**config.mk**
```make
export PLATFORM = sky130hd
export DESIGN_NAME = sff_status_regs
export DESIGN_NICKNAME = d
export VERILOG_FILES = /design/src/shared/sff_pkg.sv /design/src/logic/sff_status_regs.sv /design/src/logic/sff_level_flags.sv
export SDC_FILE = /design/constraint.sdc
export NUM_CORES = 1
export LEC_CHECK = 0
export BUFFER_PORTS_ARGS = -buffer_cell sky130_fd_sc_hd__clkbuf_2
export CAP_MARGIN = 20
export CORE_MARGIN = 5
export CORE_UTILIZATION = 34
export CTS_CLUSTER_SIZE = 30
export DETAILED_ROUTE_END_ITERATION = 10
export MAX_ROUTING_LAYER = met4
export SLEW_MARGIN = 20
export SYNTH_ARGS = -nofsm -noshare
export SYNTH_HDL_FRONTEND = slang
export SYNTH_SLANG_ARGS = --single-unit
```
**constraint.sdc**
```tcl
create_clock -name sys_clk -period 3 [get_ports sys_clk]
set_clock_uncertainty 0.2 [all_clocks]
set_input_delay 0.3 -clock sys_clk [delete_from_list [all_inputs] [get_ports sys_clk]]
set_output_delay 0.3 -clock sys_clk [all_outputs]
set_load 0.01 [all_outputs]
```
**src/shared/sff_pkg.sv**
```systemverilog
// sff_pkg: constants, register map and carrier types for the serial fifo status flag block
// assumes a 32-bit apb slave on sys_clk and fifo occupancy counters supplied from outside
package sff_pkg;

    localparam int SFF_DATA_W = 32;
    localparam int SFF_ADDR_W = 8;
    localparam int SFF_LEVEL_W = 5;
    localparam int SFF_REG_W = 16;
    localparam logic [4:0] SFF_FIFO_DEPTH = 5'h10;

    // byte addresses
    localparam logic [7:0] SFF_OFF_PORT_CTRL = 8'h00;
    localparam logic [7:0] SFF_OFF_FIFO_CTRL = 8'h04;
    localparam logic [7:0] SFF_OFF_STATUS = 8'h08;
    localparam logic [7:0] SFF_OFF_IRQ_EN = 8'h0C;
    localparam logic [7:0] SFF_OFF_TX_CTRL_DATA = 8'h10;
    localparam logic [7:0] SFF_OFF_RX_CTRL_DATA = 8'h14;
    localparam logic [7:0] SFF_OFF_TX_DATA = 8'h18;
    localparam logic [7:0] SFF_OFF_RX_DATA = 8'h1C;

    // status and interrupt enable bit positions
    localparam int SFF_ST_TX_CTRL_READY = 14;
    localparam int SFF_ST_TX_FIFO_EMPTY = 13;
    localparam int SFF_ST_TX_DATA_REQUEST = 12;
    localparam int SFF_ST_RESERVED = 11;
    localparam int SFF_ST_RX_CTRL_READY = 10;
    localparam int SFF_ST_RX_FIFO_FULL = 9;

    // port control fields
    localparam int SFF_PC_TX_ENABLE = 9;
    localparam int SFF_PC_RX_ENABLE = 8;

    // fifo control fields
    localparam int SFF_FC_TX_WM_LSB = 13;
    localparam int SFF_FC_TX_FREE_LSB = 8;
    localparam int SFF_FC_RX_LEVEL_LSB = 0;

    // reset values and interrupt enable write mask
    localparam logic [15:0] SFF_RST_STATUS = 16'h0000;
    localparam logic [15:0] SFF_RST_IRQ_EN = 16'h0000;
    localparam logic [2:0] SFF_RST_TX_WM = 3'h0;
    localparam logic [15:0] SFF_IRQ_EN_MASK = 16'h7600;

    // watermark codes and thresholds in empty stages
    localparam logic [2:0] SFF_WM_16 = 3'h0;
    localparam logic [2:0] SFF_WM_12 = 3'h4;
    localparam logic [2:0] SFF_WM_8 = 3'h5;
    localparam logic [2:0] SFF_WM_4 = 3'h6;
    localparam logic [2:0] SFF_WM_1 = 3'h7;
    localparam logic [4:0] SFF_THR_16 = 5'h10;
    localparam logic [4:0] SFF_THR_12 = 5'h0C;
    localparam logic [4:0] SFF_THR_8 = 5'h08;
    localparam logic [4:0] SFF_THR_4 = 5'h04;
    localparam logic [4:0] SFF_THR_1 = 5'h01;

    typedef struct packed {
        logic [4:0] txLevel;
        logic [4:0] rxLevel;
    } sff_levels_s;

    typedef struct packed {
        logic txEmptyNow;
        logic txReqNow;
        logic rxFullNow;
        logic [4:0] txFree;
    } sff_lvl_s;

    typedef struct packed {
        logic txCtrlReady;
        logic txFifoEmpty;
        logic txDataRequest;
        logic rxCtrlReady;
        logic rxFifoFull;
    } sff_flags_s;

endpackage

```
**src/logic/sff_status_regs.sv**
```systemverilog
// sff_status_regs: apb register bank and status flags of the serial fifo port
// assumes external fifos report occupancy on sys_clk and accept one push or pop per cycle
`timescale 1ns/100ps
module sff_status_regs #(
    parameter logic [4:0] DEPTH = sff_pkg::SFF_FIFO_DEPTH
) (
    // clock and reset
    input wire logic sys_clk,
    input wire logic srst,
    input wire logic clkEn,
    // apb slave
    input wire logic psel,
    input wire logic penable,
    input wire logic pwrite,
    input wire logic [sff_pkg::SFF_ADDR_W-1:0] paddr,
    input wire logic [sff_pkg::SFF_DATA_W-1:0] pwdata,
    output logic [sff_pkg::SFF_DATA_W-1:0] prdata,
    output logic pready,
    output logic pslverr,
    // fifo side
    input wire sff_pkg::sff_levels_s levels,
    output logic txPush,
    output logic [sff_pkg::SFF_DATA_W-1:0] txPushData,
    output logic rxPop,
    input wire logic [sff_pkg::SFF_DATA_W-1:0] rxPopData,
    // control data side
    output logic [sff_pkg::SFF_REG_W-1:0] txCtrlData,
    input wire logic txCtrlTaken,
    input wire logic rxCtrlLoad,
    input wire logic [sff_pkg::SFF_REG_W-1:0] rxCtrlIn,
    // enables and requests
    output logic txEnable,
    output logic rxEnable,
    output logic txIrqReq,
    output logic ctrlIrqReq
);
    import sff_pkg::*;

    sff_lvl_s lvl;
    sff_flags_s flags_q;
    sff_flags_s flags_d;
    sff_flags_s shown;

    logic respQ_q;
    logic respQ_d;
    logic slvErr_q;
    logic [SFF_DATA_W-1:0] prdata_q;
    logic txEn_q;
    logic rxEn_q;
    logic [2:0] txWm_q;
    logic [15:0] irqEn_q;
    logic [SFF_REG_W-1:0] txCtrl_q;
    logic [SFF_REG_W-1:0] rxCtrl_q;
    logic [SFF_DATA_W-1:0] txData_q;
    logic txPush_q;
    logic rxWasFull_q;

    sff_level_flags #(
        .DEPTH(DEPTH)
    ) u_level (
        .levels(levels),
        .txWatermark(txWm_q),
        .lvl(lvl)
    );

    // bus phases: one wait state so read data leaves a flop
    logic accessPhase;
    logic firstAccess;
    logic doneAccess;
    assign accessPhase = psel & penable & clkEn;
    assign firstAccess = accessPhase & ~respQ_q;
    assign doneAccess = accessPhase & respQ_q;

    // address decode
    logic hitPortCtrl;
    logic hitFifoCtrl;
    logic hitStatus;
    logic hitIrqEn;
    logic hitTxCtrl;
    logic hitRxCtrl;
    logic hitTxData;
    logic hitRxData;
    logic mapped;
    assign hitPortCtrl = (paddr == SFF_OFF_PORT_CTRL);
    assign hitFifoCtrl = (paddr == SFF_OFF_FIFO_CTRL);
    assign hitStatus = (paddr == SFF_OFF_STATUS);
    assign hitIrqEn = (paddr == SFF_OFF_IRQ_EN);
    assign hitTxCtrl = (paddr == SFF_OFF_TX_CTRL_DATA);
    assign hitRxCtrl = (paddr == SFF_OFF_RX_CTRL_DATA);
    assign hitTxData = (paddr == SFF_OFF_TX_DATA);
    assign hitRxData = (paddr == SFF_OFF_RX_DATA);
    assign mapped = hitPortCtrl | hitFifoCtrl | hitStatus | hitIrqEn | hitTxCtrl | hitRxCtrl | hitTxData | hitRxData;

    // strobes: writes act on the completing edge, read side effects on the capture edge
    logic wrEnable;
    logic wrPortCtrl;
    logic wrFifoCtrl;
    logic wrIrqEn;
    logic wrTxCtrl;
    logic wrTxData;
    logic rdEnable;
    logic rdRxCtrl;
    logic rdRxData;
    assign wrEnable = doneAccess & pwrite;
    assign wrPortCtrl = wrEnable & hitPortCtrl;
    assign wrFifoCtrl = wrEnable & hitFifoCtrl;
    assign wrIrqEn = wrEnable & hitIrqEn;
    assign wrTxCtrl = wrEnable & hitTxCtrl;
    assign wrTxData = wrEnable & hitTxData;
    assign rdEnable = firstAccess & ~pwrite;
    assign rdRxCtrl = rdEnable & hitRxCtrl;
    assign rdRxData = rdEnable & hitRxData;

    // prohibited watermark codes are refused and the old code is kept
    logic [2:0] wmIn;
    logic wmLegal;
    assign wmIn = pwdata[SFF_FC_TX_WM_LSB +: 3];
    assign wmLegal = (wmIn == SFF_WM_16) | wmIn[2];

    // flag next state; the ready and rx-full sets win over a same-cycle clear, a tx data write clears tx-empty
    logic rxFullRise;
    assign rxFullRise = lvl.rxFullNow & ~rxWasFull_q;
    assign flags_d.txCtrlReady = txCtrlTaken | (flags_q.txCtrlReady & ~wrTxCtrl);
    // a pending push keeps the flag clear until the fifo count catches up
    assign flags_d.txFifoEmpty = lvl.txEmptyNow & ~wrTxData & ~txPush_q;
    assign flags_d.txDataRequest = lvl.txReqNow;
    assign flags_d.rxCtrlReady = rxCtrlLoad | (flags_q.rxCtrlReady & ~rdRxCtrl);
    assign flags_d.rxFifoFull = rxFullRise | (flags_q.rxFifoFull & lvl.rxFullNow & ~rdRxData);

    // flags other than tx control ready count only while their direction is enabled
    assign shown.txCtrlReady = flags_q.txCtrlReady;
    assign shown.txFifoEmpty = flags_q.txFifoEmpty & txEn_q;
    assign shown.txDataRequest = flags_q.txDataRequest & txEn_q;
    assign shown.rxCtrlReady = flags_q.rxCtrlReady & rxEn_q;
    assign shown.rxFifoFull = flags_q.rxFifoFull & rxEn_q;

    // status word; unlisted bits, bit 11 among them, read as zero
    logic [15:0] statusWord;
    always_comb begin
        statusWord = SFF_RST_STATUS;
        statusWord[SFF_ST_TX_CTRL_READY] = shown.txCtrlReady;
        statusWord[SFF_ST_TX_FIFO_EMPTY] = shown.txFifoEmpty;
        statusWord[SFF_ST_TX_DATA_REQUEST] = shown.txDataRequest;
        statusWord[SFF_ST_RESERVED] = 1'b0;
        statusWord[SFF_ST_RX_CTRL_READY] = shown.rxCtrlReady;
        statusWord[SFF_ST_RX_FIFO_FULL] = shown.rxFifoFull;
    end

    logic [15:0] portCtrlWord;
    logic [15:0] fifoCtrlWord;
    always_comb begin
        portCtrlWord = 16'h0000;
        portCtrlWord[SFF_PC_TX_ENABLE] = txEn_q;
        portCtrlWord[SFF_PC_RX_ENABLE] = rxEn_q;
        fifoCtrlWord = 16'h0000;
        fifoCtrlWord[SFF_FC_TX_WM_LSB +: 3] = txWm_q;
        fifoCtrlWord[SFF_FC_TX_FREE_LSB +: SFF_LEVEL_W] = lvl.txFree;
        fifoCtrlWord[SFF_FC_RX_LEVEL_LSB +: SFF_LEVEL_W] = levels.rxLevel;
    end

    // read selection; write-only and unmapped locations read zero
    logic [SFF_DATA_W-1:0] readWord;
    assign readWord = ({SFF_DATA_W{hitPortCtrl}} & {16'h0000, portCtrlWord})
        | ({SFF_DATA_W{hitFifoCtrl}} & {16'h0000, fifoCtrlWord})
        | ({SFF_DATA_W{hitStatus}} & {16'h0000, statusWord})
        | ({SFF_DATA_W{hitIrqEn}} & {16'h0000, irqEn_q})
        | ({SFF_DATA_W{hitRxCtrl}} & {16'h0000, rxCtrl_q})
        | ({SFF_DATA_W{hitRxData}} & rxPopData);

    // access phase handshake state
    always_comb begin
        respQ_d = respQ_q;
        if (!psel) begin
            respQ_d = 1'b0;
        end else if (firstAccess) begin
            respQ_d = 1'b1;
        end else if (doneAccess) begin
            respQ_d = 1'b0;
        end
    end

    always_ff @(posedge sys_clk) begin
        if (srst) begin
            respQ_q <= 1'b0;
            slvErr_q <= 1'b0;
            prdata_q <= 32'h0000_0000;
        end else if (clkEn) begin
            respQ_q <= respQ_d;
            if (firstAccess) begin
                slvErr_q <= ~mapped;
                prdata_q <= pwrite ? 32'h0000_0000 : readWord;
            end
        end
    end

    // software controls
    always_ff @(posedge sys_clk) begin
        if (srst) begin
            txEn_q <= 1'b0;
            rxEn_q <= 1'b0;
            txWm_q <= SFF_RST_TX_WM;
            irqEn_q <= SFF_RST_IRQ_EN;
        end else if (clkEn) begin
            if (wrPortCtrl) begin
                txEn_q <= pwdata[SFF_PC_TX_ENABLE];
                rxEn_q <= pwdata[SFF_PC_RX_ENABLE];
            end
            if (wrFifoCtrl && wmLegal) begin
                txWm_q <= wmIn;
            end
            if (wrIrqEn) begin
                irqEn_q <= pwdata[15:0] & SFF_IRQ_EN_MASK;
            end
        end
    end

    // control data holding registers
    always_ff @(posedge sys_clk) begin
        if (srst) begin
            txCtrl_q <= 16'h0000;
            rxCtrl_q <= 16'h0000;
        end else if (clkEn) begin
            // an unsent value is simply overwritten by the next write
            if (wrTxCtrl) begin
                txCtrl_q <= pwdata[SFF_REG_W-1:0];
            end
            if (rxCtrlLoad) begin
                rxCtrl_q <= rxCtrlIn;
            end
        end
    end

    // transmit push, registered so the fifo sees clean data
    always_ff @(posedge sys_clk) begin
        if (srst) begin
            txPush_q <= 1'b0;
            txData_q <= 32'h0000_0000;
        end else if (clkEn) begin
            txPush_q <= wrTxData;
            if (wrTxData) begin
                txData_q <= pwdata;
            end
        end
    end

    // status flags
    always_ff @(posedge sys_clk) begin
        if (srst) begin
            flags_q <= '0;
            rxWasFull_q <= 1'b0;
        end else if (clkEn) begin
            flags_q <= flags_d;
            rxWasFull_q <= lvl.rxFullNow;
        end
    end

    // outputs
    assign prdata = prdata_q;
    assign pready = respQ_q & clkEn;
    assign pslverr = respQ_q & clkEn & slvErr_q;
    assign txPush = txPush_q & clkEn;
    assign txPushData = txData_q;
    assign rxPop = rdRxData;
    assign txCtrlData = txCtrl_q;
    assign txEnable = txEn_q;
    assign rxEnable = rxEn_q;
    assign txIrqReq = shown.txDataRequest & irqEn_q[SFF_ST_TX_DATA_REQUEST];
    assign ctrlIrqReq = (shown.txCtrlReady & irqEn_q[SFF_ST_TX_CTRL_READY])
        | (shown.txFifoEmpty & irqEn_q[SFF_ST_TX_FIFO_EMPTY])
        | (shown.rxCtrlReady & irqEn_q[SFF_ST_RX_CTRL_READY])
        | (shown.rxFifoFull & irqEn_q[SFF_ST_RX_FIFO_FULL]);

endmodule

```
**src/logic/sff_level_flags.sv**
```systemverilog
// sff_level_flags: level-derived terms of the status flags
// assumes occupancy counts that never exceed the fifo depth
`timescale 1ns/100ps
module sff_level_flags #(
    parameter logic [4:0] DEPTH = sff_pkg::SFF_FIFO_DEPTH
) (
    // occupancy and watermark
    input wire sff_pkg::sff_levels_s levels,
    input wire logic [2:0] txWatermark,
    // derived terms
    output sff_pkg::sff_lvl_s lvl
);
    import sff_pkg::*;

    logic [4:0] threshold;
    logic [4:0] txFree;

    // prohibited codes fall back to the full-depth threshold
    always_comb begin
        unique case (txWatermark)
            SFF_WM_12: threshold = SFF_THR_12;
            SFF_WM_8: threshold = SFF_THR_8;
            SFF_WM_4: threshold = SFF_THR_4;
            SFF_WM_1: threshold = SFF_THR_1;
            default: threshold = SFF_THR_16;
        endcase
    end

    assign txFree = DEPTH - levels.txLevel;
    assign lvl.txFree = txFree;
    assign lvl.txEmptyNow = (levels.txLevel == 5'h00);
    assign lvl.txReqNow = (txFree >= threshold);
    assign lvl.rxFullNow = (levels.rxLevel == DEPTH);

endmodule

```
* Yosys cells after proc, flatten, opt, wreduce, memory -nomap -nowiden
Cells that the tools add are included.
** Operators by class
- Add/sub/neg operators :: 1
- Multiply operators :: 0
- Div/mod/pow operators :: 0
- Magnitude comparators :: 1
- Equal/unequal tests :: 13
- Shift operators :: 0
- Multiplexer cells :: 5
- Bitwise operators :: 66
- Reduce and logical (&&, ||, !) cells :: 12
** Operators with widths (count)
- $or A32 B32 Y32 :: 5
- $and A32 B15 Y32 :: 2
- $and A32 B16 Y32 :: 2
- $and A1 B1 Y1 :: 32
- $and A32 B10 Y32 :: 1
- $and A32 B32 Y32 :: 1
- $eq A8 B5 Y1 const B :: 4
- $mux W32 :: 1
- $pmux W5 S4 :: 1
- $eq A8 B4 Y1 const B :: 2
- $reduce_and A2 Y1 :: 8
- $or A1 B1 Y1 :: 14
- $eq A3 B3 Y1 const B :: 4
- $not A1 Y1 :: 9
- $eq A8 B3 Y1 const B :: 1
- $logic_not A8 Y1 :: 1
- $eq A5 B5 Y1 const B :: 1
- $ge A5 B5 Y1 :: 1
- $logic_not A5 Y1 :: 1
- $sub A5 B5 Y5 const A :: 1
- $logic_not A3 Y1 :: 1
- $mux W1 :: 3
- $ne A3 B1 Y1 const B :: 1
- $logic_and A1 B1 Y1 :: 1
** Word-level totals
- Bits in registers :: 115
- Bits in latches :: 0
- Memory bits (writable) :: 0
- ROM bits :: 0
- Input bits :: 106
- Output and inout port bits :: 88
- Logic and storage cells :: 115
- Memories kept :: 0

* Longest topological paths before layout
- Depth in word-level cells :: 9
- Mapped depth :: 9

* Cells and area by module
Synthesis repeated with hierarchy kept, for this count alone.
** Second synthesis, totals
- Cells, all modules :: 598
- Area, all modules :: 4994.8 um2
** By module, submodules not included
- sff_status_regs :: instances 1, cells each 573, area an instance 4797.1 um2, seq. area each 2302.2 um2
- sff_level_flags :: instances 1, cells each 25, area an instance 197.7 um2, seq. area each 0.0 um2

* Least setup slack after synthesis
OpenSTA, ideal clock, no wires.
- Kind :: input port to flip-flop
- Start point :: input port paddr[2] (netlist bit)
- End point :: register txData_q[4], in the netlist txPushData[4]
- Library setup time :: 128 ps
- Arrival time :: 1898 ps
- Data required time :: 2672 ps
- Setup slack :: 775 ps
- Cell stages on the path :: 7
- Path through :: buf_6 > or4b_4 > or4b_1 > buf_6 > buf_12 > mux2i_1 > nor2_1
** On the way
- Longest elaborated chain between the ends :: 3
** Ends and longest elaborated chain
- from (decl) :: line sff_status_regs.sv:15 : input wire logic [sff_pkg::SFF_ADDR_W-1:0] paddr,
- $eq A8 B5 Y1 :: line sff_status_regs.sv:90 : assign hitTxData = (paddr == SFF_OFF_TX_DATA);
- $and A1 B1 Y1 :: line sff_status_regs.sv:109 : assign wrTxData = wrEnable & hitTxData;
- $reduce_and A2 Y1 (no line)
- to (signal assigned) :: line sff_status_regs.sv:241 : txData_q <= pwdata;
- to (decl) :: line sff_status_regs.sv:54 : logic [SFF_DATA_W-1:0] txData_q;
No other way between the ends.
A chain may end at the register's enable or synchronous reset.

* Worst setup path in the final report
- Start point :: register respQ_q
- End point :: register txData_q[28], in the netlist txPushData[28]
** On the way
- Longest elaborated chain between the ends :: 4
** Ends and longest elaborated chain
- from (decl) :: line sff_status_regs.sv:44 : logic respQ_q;
- from (signal assigned) :: line sff_status_regs.sv:188 : respQ_q <= respQ_d;
- $and A1 B1 Y1 :: line sff_status_regs.sv:72 : assign doneAccess = accessPhase & respQ_q;
- $and A1 B1 Y1 :: line sff_status_regs.sv:104 : assign wrEnable = doneAccess & pwrite;
- $and A1 B1 Y1 :: line sff_status_regs.sv:109
- $reduce_and A2 Y1 (no line)
No other way between the ends.

==> out/results.md <==
| Parameter | This run | Unit |
|:---|:---|:---|
| Endpoints failing hold | 0 | - |
| Vias in the first global route | 5013 | - |
| Die outline height | 129 | µm |
| Status | finished, final reports clean | - |
| Class of the most critical hold timing path | input pin to flop | - |
| Buffer depth of the longest clock path | 2 | - |
| Syn_nets | 635 | - |
| Area of the multi-input gates | 0.00230 | mm² |
| Largest net degree at the start of global routing | 74 | - |
| Number of detailed-routing iterations run before antenna repair | 4 | - |
| Max-cap violations | 0 | - |
| Area of the placeable core | 0.0139 | mm² |
| Total power density per cell area | 508 | mW/mm² |
| Standard-cell rows | 43 | - |
| Number of buffers created by CTS | 17 | - |
| Cell type contributing the most total cell area after synthesis | dfxtp_1 | - |
| Type of destination of the critical path | flop | - |
| Basic-gate share of the synthesized area counting and, or, nand and nor cells | 0.189 | - |
| Setup repair after global routing missed its margin | no | - |
| Routed len/inst | 16.3 | µm |
| Post-synth top area share | 0.476 | - |
| Biggest area contributors in the synthesized netlist | dfxtp_1 48%, mux2i_1 11%, nor2_1 5.8%, a21oi_1 4.9%, a22oi_1 4.3% | - |
| Clock tree from TritonCTS | built | - |
| DRT iter0 DRCs | 257 | - |
| Non-filler instance count after layout | 976 | - |
| Worst-path fanout max | 34 | - |
| Relative contribution of combinational cells to total power | 0.084 | - |
| Share of the synthesized area in compound gates (AO/OA/AOI/OAI) | 0.132 | - |
| First-pass GRT wire length | 25.2 | mm |
| Number of remaining DRC errors | 0 | - |
| Clock network fraction of total power | 0.487 | - |
| Clock network latency to the later pin of the worst-skew pair | 0.41 | ns |
| Area enclosed by the die boundary | 0.0167 | mm² |
| Required time reported for the critical path endpoint | 3.07 | ns |
| Measured slew at the worst slew-check pin | 0.727 | ns |
| Startpoint Class | flop | - |
| Global routing usage summed across all routing layers | 0.198 | - |
| Clock Sink Count | 115 | - |
| Period minus WS final | 2.31 | ns |
| Count of H-tree levels built during CTS | 4 | - |
| Gp weighted congestion | 0.866 | - |
| Sw power | 0.842 | mW |
| Arrival @ worst endpoint | 2.38 | ns |
| Seq. cell area | 0.00230 | mm² |
| Adder-Cell Fraction of Synth Area | 0.0155 | - |
| Detailed-route via count | 4847 | - |
| Number of warnings printed during yosys synthesis | 0 | - |
| Clock-pin transition on the worst setup and hold timing paths | 0.05 | ns |
| Layout Cell Area excl Fill | 0.00714 | mm² |
| Buffer type at the clock tree root | clkbuf_16 | - |
| CTS-repair resized insts | 0 | - |
| Number of synthesized register bits | 115 | - |
| Total Power | 3.62 | mW |
| Worst setup path category | flop to flop | - |
| Sequential share of the synthesized area | 0.476 | - |
| R2R setup slack | 0.69 | ns |
| Gr ovfl total | 0 | - |
| Series of cell instances along the critical path | and4_1 > or4b_2 > buf_4 > mux2i_1 > nor2_1 | - |
| Mux contribution to synthesized area | 0.135 | - |
| XOR/XNOR Fraction of Synth Area | 0.00362 | - |
| Initial core utilization | 0.347 | - |
| Tightest slew margin relative to the limit | 0.511 | - |
| Number of antenna violations at the first check in global routing | 1 | - |
| Count of mapped cells out of synthesis | 523 | - |
| Maximum single-stage delay on the critical path | 0.61 | ns |
| Dominant combinational cell family by area after synthesis | simple AND/OR/NAND/NOR gates | - |
| Fraction of layout cells with a size suffix above 1 | 0.315 | - |
| Internal power | 2.78 | mW |
| Buf+Inv Stages, Crit Path | 1 | - |
| Number of pins with negative max-slew slack in the final report | 0 | - |
| Reg power frac | 0.430 | - |
| Worst supply voltage drop on vdd | 0.403 | mV |
| Vias per cell | 4.97 | - |
| Half-perimeter wire length of the detailed placement result | 11.4 | mm |
| Detailed-route wire length | 15.9 | mm |
| Number of buffers inserted by port buffering | 193 | - |
| Share of the clock period used by the worst path after layout | 0.770 | - |
| P_leak | 3.43 | nW |
| Ys flop type | dfxtp_1 | - |
| Number of flops mapped to enable cells by yosys | 0 | - |
| Placed Instance Area | 0.00593 | mm² |
| Average instance area after synthesis | 9.25 | µm² |
| Cell area after synthesis | 0.00484 | mm² |
| Setup violators final | 0 | - |
| Layout-stage area growth over the synthesis result | 47.6 | % |
| Max Clock Freq | 0.433 | GHz |
| Distinct cell type count after synthesis | 49 | - |
| Width of the die | 129 | µm |
| Final total negative setup slack | 0 | ns |
| Critical path's slowest cell | or4b_2 | - |
| Cell class contributing the biggest share of worst-path delay | simple AND/OR/NAND/NOR gates | - |
| Number of top-level pins | 194 | - |
| Fin nets | 893 | - |
| Net Sw Frac | 0.232 | - |
| Total instance count after detailed placement | 874 | - |
| Ys async rst share | 0 | - |
| Number of antenna-violating nets in the routed design | 0 | - |
| Worst-case hold slack | 0.0168 | ns |
| Fill cell count | 1277 | - |
## kinds of logic (layout without fill, tap and decap cells)
family                     Yosys count  count (layout)
and+or+nand+nor                    191             191
adders and majority gates            6               6
xor gates and xnor gates             2               2
muxes                               60              60
AOI/OAI and AO/OA                  104             104
other                                0               3
DFF                                115             115
buffers and inverters               45             315
## flip-flops by register name, indices dropped and copies added, names as in the netlist
register,count
flags_q,5
rxEnable,1
txPush_q,1
prdata,32
txEnable,1
rxWasFull_q,1
irqEn_q,5
rxCtrl_q,16
txPushData,32
txWm_q,3
slvErr_q,1
txCtrlData,16
respQ_q,1
## area by class of cell
type	instances	share of cell area
Clock inverter	11	0.00893
Sequential cell	115	0.322
Tap cell	180	0.0315
Antenna cell	3	0.00105
Timing Repair Buffer	275	0.246
Inverter	9	0.00473
Clock buffer	20	0.0639
Multi-Input combinational cell	363	0.322
## power groups by stage
stage | clock, mW | sequential [mW] | combinational (mW)
3_5_place_dp | 0 | 1.59 | 0.231
6_report | 1.76 | 1.56 | 0.303
2_1_floorplan | 0 | 1.59 | 0.109
5_1_grt | 1.88 | 1.56 | 0.334
4_1_cts | 1.81 | 1.56 | 0.302
3_3_place_gp | 0 | 1.59 | 0.225
## cell usage in the layout, fill, tap and decap left out, types with 3 or more instances in the layout
| master | count |
|---|---|
| clkbuf_2 | 192 |
| nand2b_1 | 4 |
| dfxtp_1 | 115 |
| dlygate4sd3_1 | 68 |
| and3_1 | 4 |
| o21ai_0 | 13 |
| diode_2 | 3 |
| ha_1 | 6 |
| mux4_2 | 4 |
| inv_1 | 8 |
| nor2_1 | 75 |
| nor4_1 | 7 |
| buf_4 | 15 |
| nand3_1 | 11 |
| clkbuf_16 | 17 |
| a21oi_1 | 47 |
| nor3_1 | 5 |
| nand4_1 | 6 |
| a32oi_1 | 4 |
| mux2i_1 | 54 |
| a31oi_1 | 3 |
| and2_1 | 4 |
| a22oi_1 | 28 |
| nand2_1 | 53 |
| clkinv_2 | 8 |
## final timing paths
path                            depth (start not counted)              to          from
worst max register to register                          5  txPushData[28]       respQ_q
worst max-delay path                                    5  txPushData[28]       respQ_q
worst min-delay path                                    3     irqEn_q[13]    pwdata[13]
worst min register to register                          2    rxCtrl_q[15]  rxCtrl_q[15]
## worst reg2reg max path, delay by kind of cell (launching register included)
kind          cells  cell delay, ns
simple gates      3            1.01
flops             1            0.37
mux               1            0.28
buf+inv           1            0.32
## per-stage QoR
stage	setup WS, ns	utilization
2_1_floorplan	0.775	-
3_3_place_gp	0.403	0.426
3_5_place_dp	0.348	0.426
4_1_cts	0.702	0.512
5_1_grt	0.572	0.512
6_report	0.689	0.513
## synthesized netlist by cell type, types with 2 or more instances
cell type  number
a22oi_1        28
buf_6           2
o21ai_0        13
a32oi_1         4
nor3_1          5
mux2i_1        54
ha_1            6
buf_12          3
or4b_4          2
inv_1           8
a21oi_1        47
nor2_1         75
a22o_1          2
nor4b_1         2
and2_1          4
or4b_1          2
and4_1          2
o2bb2ai_1       2
mux2_2          2
nor4_1          7
clkbuf_1       26
nand4_1         6
nand3_1        11
mux4_2          4
or3b_2          2
buf_2           3
nor3b_1         2
xnor2_1         2
nand3b_1        2
nand2b_1        4
dfxtp_1       115
a31oi_1         3
and3_1          4
nand2_1        53
buf_1           2
## what timing repair did
item	in CTS	in global routing
endpoints found under the hold margin	86	0
hold buffers	68	0
buffers inserted	0	0
## routing by layer
| layer | GRT usage | wire, µm | vias up |
|---|---|---|---|
| met1 | 0.220 | 6450 | 2257 |
| met3 | 0.0643 | 1160 | 36 |
| met4 | 0.0846 | 412 | 0 |
| met5 | - | 0 | - |
| met2 | 0.326 | 7890 | 175 |
| li1 | - | - | 2379 |
(Power assumes the default switching activity.)
